--- src/hw/dptr_pkg.sv ---
// Purpose: shared constants and types for the dual pointer block
// Assumes: AXI4-Lite register access, one 100 MHz clock
// Notes: register indices are word indices; byte address = index * 4
package dptr_pkg;

  // ==========================================================
  // Register indices (byte address is four times the index)
  localparam logic [9:0] IDX_CFG = 10'h0A1;
  localparam logic [9:0] IDX_SEL = 10'h0A2;
  localparam logic [9:0] IDX_MODE = 10'h0A3;
  localparam logic [9:0] IDX_LEN = 10'h0E3;
  localparam logic [9:0] IDX_PTR0 = 10'h0F0;
  localparam logic [9:0] IDX_PTR1 = 10'h0F1;

  // ==========================================================
  // Field positions
  localparam int CFG_UPD1 = 7;
  localparam int CFG_UPD0 = 6;
  localparam int CFG_DIR1 = 5;
  localparam int CFG_DIR0 = 4;
  localparam logic [7:0] CFG_WMASK = 8'hF0;
  localparam int MODE_RB = 0;
  localparam int MODE_CD = 1;
  localparam int MODE_CIRC0 = 2;
  localparam int MODE_CIRC1 = 3;
  localparam logic [7:0] MODE_WMASK = 8'h0F;
  localparam int SEL_BIT = 0;

  // ==========================================================
  // Reset values and address constants
  localparam logic [7:0] CFG_RST = 8'h00;
  localparam logic [7:0] MODE_RST = 8'h00;
  localparam logic [7:0] LEN_RST = 8'h00;
  localparam logic SEL_RST = 1'b0;
  localparam logic [15:0] PTR_RST = 16'h0000;
  localparam logic [15:0] REGION_A = 16'h0000;
  localparam logic [15:0] REGION_B = 16'h0100;
  localparam logic [1:0] RESP_OKAY = 2'h0;
  localparam logic [1:0] RESP_SLVERR = 2'h2;

  // ==========================================================
  // Core-side request
  typedef enum logic [1:0] {
    OP_XDATA = 2'h0,
    OP_CODE = 2'h1,
    OP_INC = 2'h3
  } op_kind_e;

  typedef struct packed {
    logic valid;
    op_kind_e kind;
    logic alt;
    logic [7:0] acc;
  } op_s;

  // Core-side answer
  typedef struct packed {
    logic valid;
    logic [15:0] addr;
    logic use_b;
  } acc_s;

endpackage

--- src/hw/dptr_modes.sv ---
// Purpose: dual data pointer address generation and update modes
// Assumes: core presents one pointer operation per cycle at most
// Notes: registers reached over AXI4-Lite, answers registered
//
// The AXI4-Lite register port is this design's own decision.
`timescale 1ns/1ps

module dptr_modes #(
  parameter int AW = 12
) (
  input wire logic clk,
  input wire logic rstn,
  input wire logic [AW-1:0] awaddr,
  input wire logic awvalid,
  output logic awready,
  input wire logic [31:0] wdata,
  input wire logic [3:0] wstrb,
  input wire logic wvalid,
  output logic wready,
  output logic [1:0] bresp,
  output logic bvalid,
  input wire logic bready,
  input wire logic [AW-1:0] araddr,
  input wire logic arvalid,
  output logic arready,
  output logic [31:0] rdata,
  output logic [1:0] rresp,
  output logic rvalid,
  input wire logic rready,
  input wire dptr_pkg::op_s op,
  output dptr_pkg::acc_s acc_out
);

  // ==========================================================
  // Register state
  logic [7:0] cfg_r;
  logic [7:0] mode_r;
  logic [7:0] len_r;
  logic sel_r;
  logic [15:0] ptr_r [2];

  // ==========================================================
  // Bus slave state
  logic aw_got_r;
  logic w_got_r;
  logic [9:0] widx_r;
  logic [31:0] wdata_r;
  logic [3:0] wstrb_r;
  logic wr_fire;
  logic wr_hit;
  logic [9:0] ridx;
  logic rd_hit;
  logic [31:0] rd_val;

  // ==========================================================
  // Operation decode
  logic tgt;
  logic is_mem;
  logic is_inc;
  logic [15:0] ptr_t;
  logic [15:0] len_a;
  logic [15:0] len_b;

  // Region tops; len 0xFF still fits below the next region
  assign len_a = dptr_pkg::REGION_A + {8'h00, len_r};
  assign len_b = dptr_pkg::REGION_B + {8'h00, len_r};

  // Select bit swaps primary and alternate references
  assign tgt = op.alt ^ sel_r;
  assign is_mem = op.valid && (op.kind != dptr_pkg::OP_INC);
  assign is_inc = op.valid && (op.kind == dptr_pkg::OP_INC);
  assign ptr_t = ptr_r[tgt];

  // Next pointer value with circular wrap at region edges
  function automatic logic [15:0] step(
    input logic [15:0] p,
    input logic dn,
    input logic circ,
    input logic [15:0] top_a,
    input logic [15:0] top_b
  );
    logic [15:0] r;
    r = dn ? p - 16'h0001 : p + 16'h0001;
    if (circ && !dn) begin
      if (p == top_a) begin
        r = dptr_pkg::REGION_A;
      end else if (p == top_b) begin
        r = dptr_pkg::REGION_B;
      end
    end else if (circ && dn) begin
      if (p == dptr_pkg::REGION_A) begin
        r = top_a;
      end else if (p == dptr_pkg::REGION_B) begin
        r = top_b;
      end
    end
    return r;
  endfunction

  // ==========================================================
  // Pointer registers, one per pointer
  genvar g;
  generate
    for (g = 0; g < 2; g++) begin : gen_ptr
      logic upd;
      logic dn;
      logic circ;
      logic hit_g;
      logic [15:0] nxt;
      logic [9:0] my_idx;
      assign upd = (g == 1) ? cfg_r[dptr_pkg::CFG_UPD1]
                            : cfg_r[dptr_pkg::CFG_UPD0];
      assign dn = (g == 1) ? cfg_r[dptr_pkg::CFG_DIR1]
                           : cfg_r[dptr_pkg::CFG_DIR0];
      assign circ = (g == 1) ? mode_r[dptr_pkg::MODE_CIRC1]
                             : mode_r[dptr_pkg::MODE_CIRC0];
      assign my_idx = (g == 1) ? dptr_pkg::IDX_PTR1
                               : dptr_pkg::IDX_PTR0;
      assign hit_g = (tgt == 1'(g));
      assign nxt = step(ptr_r[g], dn, circ, len_a, len_b);
      // Bus writes win over a core update in the same cycle
      always_ff @(posedge clk) begin
        if (!rstn) begin
          ptr_r[g] <= dptr_pkg::PTR_RST;
        end else if (wr_fire && widx_r == my_idx) begin
          if (wstrb_r[0]) begin
            ptr_r[g][7:0] <= wdata_r[7:0];
          end
          if (wstrb_r[1]) begin
            ptr_r[g][15:8] <= wdata_r[15:8];
          end
        end else if (hit_g && is_mem && upd) begin
          ptr_r[g] <= nxt;
        end else if (hit_g && is_inc) begin
          ptr_r[g] <= nxt;
        end
      end
    end
  endgenerate

  // ==========================================================
  // Address and data-register answer to the core
  // Index is always the accumulator; the B redirect never feeds it
  always_ff @(posedge clk) begin
    if (!rstn) begin
      acc_out <= '0;
    end else begin
      acc_out.valid <= is_mem;
      acc_out.use_b <= is_mem && tgt
                       && mode_r[dptr_pkg::MODE_RB];
      if (op.kind == dptr_pkg::OP_CODE
          && !mode_r[dptr_pkg::MODE_CD]) begin
        acc_out.addr <= ptr_t + {8'h00, op.acc};
      end else begin
        acc_out.addr <= ptr_t;
      end
    end
  end

  // ==========================================================
  // Write channel: address and data taken in either order
  assign wr_fire = aw_got_r && w_got_r && !bvalid;
  always_ff @(posedge clk) begin
    if (!rstn) begin
      aw_got_r <= 1'b0;
      w_got_r <= 1'b0;
      awready <= 1'b1;
      wready <= 1'b1;
      bvalid <= 1'b0;
      bresp <= dptr_pkg::RESP_OKAY;
      widx_r <= '0;
      wdata_r <= '0;
      wstrb_r <= '0;
    end else begin
      if (awvalid && awready) begin
        aw_got_r <= 1'b1;
        awready <= 1'b0;
        widx_r <= awaddr[11:2];
      end
      if (wvalid && wready) begin
        w_got_r <= 1'b1;
        wready <= 1'b0;
        wdata_r <= wdata;
        wstrb_r <= wstrb;
      end
      if (wr_fire) begin
        aw_got_r <= 1'b0;
        w_got_r <= 1'b0;
        bvalid <= 1'b1;
        bresp <= wr_hit ? dptr_pkg::RESP_OKAY
                        : dptr_pkg::RESP_SLVERR;
      end
      if (bvalid && bready) begin
        bvalid <= 1'b0;
        awready <= 1'b1;
        wready <= 1'b1;
      end
    end
  end

  // Write decode
  always_comb begin
    if (widx_r == dptr_pkg::IDX_CFG) begin
      wr_hit = 1'b1;
    end else if (widx_r == dptr_pkg::IDX_SEL) begin
      wr_hit = 1'b1;
    end else if (widx_r == dptr_pkg::IDX_MODE) begin
      wr_hit = 1'b1;
    end else if (widx_r == dptr_pkg::IDX_LEN) begin
      wr_hit = 1'b1;
    end else if (widx_r == dptr_pkg::IDX_PTR0) begin
      wr_hit = 1'b1;
    end else if (widx_r == dptr_pkg::IDX_PTR1) begin
      wr_hit = 1'b1;
    end else begin
      wr_hit = 1'b0;
    end
  end

  // Control registers; only the documented bits are kept
  always_ff @(posedge clk) begin
    if (!rstn) begin
      cfg_r <= dptr_pkg::CFG_RST;
      mode_r <= dptr_pkg::MODE_RST;
      len_r <= dptr_pkg::LEN_RST;
      sel_r <= dptr_pkg::SEL_RST;
    end else if (wr_fire && wstrb_r[0]) begin
      if (widx_r == dptr_pkg::IDX_CFG) begin
        cfg_r <= wdata_r[7:0] & dptr_pkg::CFG_WMASK;
      end else if (widx_r == dptr_pkg::IDX_MODE) begin
        mode_r <= wdata_r[7:0] & dptr_pkg::MODE_WMASK;
      end else if (widx_r == dptr_pkg::IDX_LEN) begin
        len_r <= wdata_r[7:0];
      end else if (widx_r == dptr_pkg::IDX_SEL) begin
        sel_r <= wdata_r[dptr_pkg::SEL_BIT];
      end
    end
  end

  // ==========================================================
  // Read channel: answer one cycle after the address is taken
  assign ridx = araddr[11:2];
  always_comb begin
    rd_hit = 1'b1;
    rd_val = '0;
    if (ridx == dptr_pkg::IDX_CFG) begin
      rd_val[7:0] = cfg_r;
    end else if (ridx == dptr_pkg::IDX_SEL) begin
      rd_val[dptr_pkg::SEL_BIT] = sel_r;
    end else if (ridx == dptr_pkg::IDX_MODE) begin
      rd_val[7:0] = mode_r;
    end else if (ridx == dptr_pkg::IDX_LEN) begin
      rd_val[7:0] = len_r;
    end else if (ridx == dptr_pkg::IDX_PTR0) begin
      rd_val[15:0] = ptr_r[0];
    end else if (ridx == dptr_pkg::IDX_PTR1) begin
      rd_val[15:0] = ptr_r[1];
    end else begin
      rd_hit = 1'b0;
    end
  end

  always_ff @(posedge clk) begin
    if (!rstn) begin
      arready <= 1'b1;
      rvalid <= 1'b0;
      rdata <= '0;
      rresp <= dptr_pkg::RESP_OKAY;
    end else if (arvalid && arready) begin
      arready <= 1'b0;
      rvalid <= 1'b1;
      rdata <= rd_val;
      rresp <= rd_hit ? dptr_pkg::RESP_OKAY
                      : dptr_pkg::RESP_SLVERR;
    end else if (rvalid && rready) begin
      rvalid <= 1'b0;
      arready <= 1'b1;
    end
  end

  // ==========================================================
  // Assertions
  localparam int CFG_U0 = dptr_pkg::CFG_UPD0;
  localparam int CFG_U1 = dptr_pkg::CFG_UPD1;
  localparam int CFG_D0 = dptr_pkg::CFG_DIR0;
  localparam int CFG_D1 = dptr_pkg::CFG_DIR1;
  localparam int CIRC0_B = dptr_pkg::MODE_CIRC0;
  localparam int CIRC1_B = dptr_pkg::MODE_CIRC1;
  localparam int MODE_RB_B = dptr_pkg::MODE_RB;
  localparam int MODE_CD_B = dptr_pkg::MODE_CD;
  logic quiet;
  assign quiet = !wr_fire;

  a_upd0_inc: assert property (@(posedge clk) disable iff (!rstn)
    is_mem && !tgt && cfg_r[CFG_U0] && !cfg_r[CFG_D0]
    && !mode_r[CIRC0_B] && quiet
    |=> ptr_r[0] == $past(ptr_r[0]) + 16'h0001)
    else $error("pointer 0 post increment missing");
  a_upd1_hold: assert property (@(posedge clk) disable iff (!rstn)
    is_mem && tgt && !cfg_r[CFG_U1] && quiet
    |=> $stable(ptr_r[1]))
    else $error("pointer 1 moved without update enable");
  a_inc1_down: assert property (@(posedge clk) disable iff (!rstn)
    is_inc && tgt && cfg_r[CFG_D1] && !mode_r[CIRC1_B] && quiet
    |=> ptr_r[1] == $past(ptr_r[1]) - 16'h0001)
    else $error("pointer 1 increment not reversed");
  a_inc0_up: assert property (@(posedge clk) disable iff (!rstn)
    is_inc && !tgt && !cfg_r[CFG_D0] && !mode_r[CIRC0_B] && quiet
    |=> ptr_r[0] == $past(ptr_r[0]) + 16'h0001)
    else $error("pointer 0 increment wrong");
  a_redirect_b: assert property (@(posedge clk) disable iff (!rstn)
    is_mem |=> acc_out.use_b == $past(tgt && mode_r[MODE_RB_B]))
    else $error("B redirect wrong");
  a_index_off: assert property (@(posedge clk) disable iff (!rstn)
    is_mem && op.kind == dptr_pkg::OP_CODE && mode_r[MODE_CD_B]
    |=> acc_out.addr == $past(ptr_t))
    else $error("indexed read not disabled");
  a_wrap_up: assert property (@(posedge clk) disable iff (!rstn)
    is_inc && !tgt && !cfg_r[CFG_D0] && mode_r[CIRC0_B]
    && ptr_r[0] == len_b && quiet
    |=> ptr_r[0] == dptr_pkg::REGION_B)
    else $error("upper region wrap missing");
  a_wrap_down: assert property (@(posedge clk) disable iff (!rstn)
    is_inc && tgt && cfg_r[CFG_D1] && mode_r[CIRC1_B]
    && ptr_r[1] == dptr_pkg::REGION_A && quiet
    |=> ptr_r[1] == $past(len_a))
    else $error("lower region underflow wrong");
  a_rd_answer: assert property (@(posedge clk) disable iff (!rstn)
    arvalid && arready |=> rvalid ##0 !arready)
    else $error("read answer late");

  c_wrap: cover property (@(posedge clk) disable iff (!rstn)
    is_inc && mode_r[CIRC0_B] && ptr_r[0] == len_a);
  c_redirect: cover property (@(posedge clk) disable iff (!rstn)
    is_mem && tgt && mode_r[MODE_RB_B]);
  c_autodec: cover property (@(posedge clk) disable iff (!rstn)
    is_mem && cfg_r[CFG_U1] && cfg_r[CFG_D1]);
  c_wr_rd: cover property (@(posedge clk) disable iff (!rstn)
    bvalid && bready ##[1:4] rvalid && rready);

endmodule

--- config.mk ---
export PLATFORM = sky130hd
export DESIGN_NAME = dptr_modes
export DESIGN_NICKNAME = d
export VERILOG_FILES = /design/src/hw/dptr_pkg.sv /design/src/hw/dptr_modes.sv
export SDC_FILE = /design/constraint.sdc
export NUM_CORES = 1
export LEC_CHECK = 0
export ABC_AREA = 1
export BUFFER_PORTS_ARGS = -buffer_cell sky130_fd_sc_hd__buf_2
export CAP_MARGIN = 10
export CORE_UTILIZATION = 55
export DETAILED_ROUTE_END_ITERATION = 16
export PLACE_DENSITY = 0.78
export SLEW_MARGIN = 20
export SYNTH_ARGS = -nofsm -noshare
export SYNTH_HDL_FRONTEND = slang
export SYNTH_SLANG_ARGS = --single-unit
export TNS_END_PERCENT = 50
--- constraint.sdc ---
create_clock -name clk -period 3.2 [get_ports clk]
set_input_delay 0.32 -clock clk [delete_from_list [all_inputs] [get_ports clk]]
set_output_delay 0.32 -clock clk [all_outputs]
set_load 0.01 [all_outputs]
==> metrics <==
Yosys warnings=0; area of the multi-input gates=0.004686 mm^2; Bufs on Longest Clock Path=2; Pins Over Slew Limit=0; CP dominant cell by count=nand2_1; CTS resizes=0; die height=123.8 um; most frequent cells in the layout=nand2_1, nor2_1, inv_1, o21ai_0, a21oi_1; clk slew on worst S/H paths=about 0.06 ns; first-pass detailed-route iteration total=6; commonest non-fill, non-tap cell in the layout=nand2_1; min-delay src=wdata[15]; detailed-route DRC error count=0; DR WL/cell=14.91 um; EDFF count, synth=32; initial antenna violation count=0; WHS Path Cells=3; Top FF cell, synth=dfxtp_1; P&R area growth vs syn=14.27%; ant diodes=0; WP data required=roughly 3.6 ns; worst-margin pin slew=approximately 0.95 ns; Max-Cap Viols=0; TritonCTS clock tree=done; register-to-register setup slack=0.54 ns; hold_buf cts=0; H-tree depth=4; top cells by area, synth=dfxtp_1, nand2_1, edfxtp_1, nor2_1, inv_1; CP arrival=3.02 ns; Pwr Density=approximately 440 mW/mm^2; Slowest-stage cell, CP=ha_1; Max Clk Rate=0.3764 GHz; Yosys reg bits=120; Max VDD drop=371.0 uV; register area=about 0.0027 mm^2; Worst-Skew Late Latency=around 0.44 ns; Max transition margin=35.97%; core area=0.01448 mm^2; Layout Nets=around 1,400; vias in the first global route=approximately 7,400; share of cells above drive strength 1=12.13%; share of synthesized flip-flops with an asynchronous set or reset=0%; Distinct cells, synth=46; CTS Sinks=120; CP endpoint kind=flip-flop; DR iter-0 viols=592; critical path cell sequence=inv_1, nand2_1, nand2_2, buf_4, o21ai_0, ha_1, inv_1, o21bai_1, nand2_1, nand3_1, nand2_1, nand2_1, nand2_1, o21ai_0, nand2_1, nor2_1; port buffer count=97; RSZ-0062 raised after global routing=false; largest net degree at the start of global routing=39; first-pass GRT wire length=about 35,000 um; hpwl dp=17,120 um; Vias/cell=5.533; Setup Buffers After CTS=0; drt total wl=~22,000 um; Final setup viols=0; Syn Area/Cell=6.789 um^2; status=finished, final reports clean; RR Startpoint=sel_r; final period utilization=83.03%; Hold Fails Final Rpt=0; die area=0.01532 mm^2; Fillers=~1,300; crit path launch type=flip-flop; Crit path largest cell delay=0.36 ns; Endpoint, Worst Hold=wdata_r[15]; hold crit path type=input port to flip-flop; Worst Path Max Fanout=25; Gate Count Post-Synth=1,201; Die X=123.8 um; total power=4.082 mW; min Tclk post-route=2.657 ns; Seq/Total Area, Yosys=33.39%; Leak=4.560 nW; Worst Skew=between 0.01 and 0.015 ns; Inserted Clock Buffers=17; via count=8,272; antenna viol nets, final=0; Layout Cells excl Fill=1,495; routability congestion estimate=0.9412; worst reg2reg path depth=16; Setup TNS=0 ns; GRT Util Overall=29.90%; row cnt=44; worst setup path class=flip-flop to flip-flop; grt ovf=0; clock root buffer master=clkbuf_16; synthesized area=between 0.008 and 0.009 mm^2; R2R Path End=acc_out[12]; Initial Util=56.32%; IO Count=about 140; post-synth top area share=21.61%; placed cell count=1,463; top cell type by total area after synthesis=dfxtp_1
synth_stat cells, drive strengths merged, types with 4 or more instances:
cell	number
a211oi	11
a21o	7
a21oi	99
buf	30
clkbuf	16
dfxtp	88
edfxtp	32
ha	36
inv	140
nand2	288
nand3	79
nand3b	8
nand4	28
nor2	145
nor3	16
o211ai	14
o21ai	104
o21bai	6
o22ai	4
xnor2	9
xor2	19
kinds of logic after synthesis:
family          count (synthesis)  synth area share, %
fa+ha+maj                      39                6.261
xor+xnor                       28                3.008
other cells                     1              0.04599
flops                         120                33.39
compound gates                255                17.45
buf+inv                       187                9.928
simple gates                  571                29.92
sequential cells by signal, summed over array words and instances, names as in the netlist, 2 cells and up:
name and cells:
wstrb_r 2, rdata 16, mode_r 4, acc_out 18, ptr_r 32, cfg_r 4, wdata_r 16, len_r 8
widx_r 10
layout make-up:
cell class | instances | area share (%)
clock buffers | 20 | 5.130
clock inverters | 12 | 1.195
inverters | 141 | 5.680
multi-input cells | 911 | 50.29
flip-flops and latches | 120 | 29.22
well taps | 184 | 2.471
repair buffers | 107 | 6.016
power breakdown:
part           internal [mW]  switching (mW)  total [mW]
Clock                   1.16           0.750        1.91
Sequential              1.63          0.0598        1.69
Combinational          0.163           0.313       0.476
per-stage QoR:
step / hold slack, ns / utilization, % / area [um^2] / setup slack, ns
after floorplan: 0.4377 / - / 8218 / 0.6556
after global placement: 0.4481 / 60.28 / 8728 / 0.6056
after detailed placement: 0.4512 / 60.28 / 8728 / 0.5166
after CTS: 0.1403 / 64.35 / 9318 / 0.5700
after global routing: 0.1588 / 64.35 / 9318 / 0.2996
final: 0.1400 / 64.35 / 9318 / 0.5431
worst max-delay path: cells and delay by family (launching register included):
family	cells	cell delay (ns)
buffers and inverters	3	0.45
AOI/OAI and AO/OA	3	0.54
adders and majority gates	1	0.36
and+or+nand+nor	9	0.94
DFF	1	0.33
layer usage:
layer | GRT usage [%] | part of all wire (%) | up-vias
met1 | 38.42 | 44 | 3764
met4 | 10.17 | 2.2 | 0
li1 | - | - | 4164
met5 | 0 | 0 | -
met3 | 5.678 | 7.6 | 42
met2 | 50.03 | 46 | 302
worst max path at each step:
stage	start	end	slack [ns]	cells past startpoint
2_1_floorplan	sel_r	acc_out[7]	0.66	15
3_3_place_gp	op[8]	acc_out[12]	0.61	17
3_5_place_dp	op[8]	acc_out[12]	0.52	17
4_1_cts	sel_r	acc_out[12]	0.57	15
5_1_grt	sel_r	acc_out[12]	0.30	17
6_report	sel_r	acc_out[12]	0.54	16
Note: power is estimated with default switching activity, not from simulation.
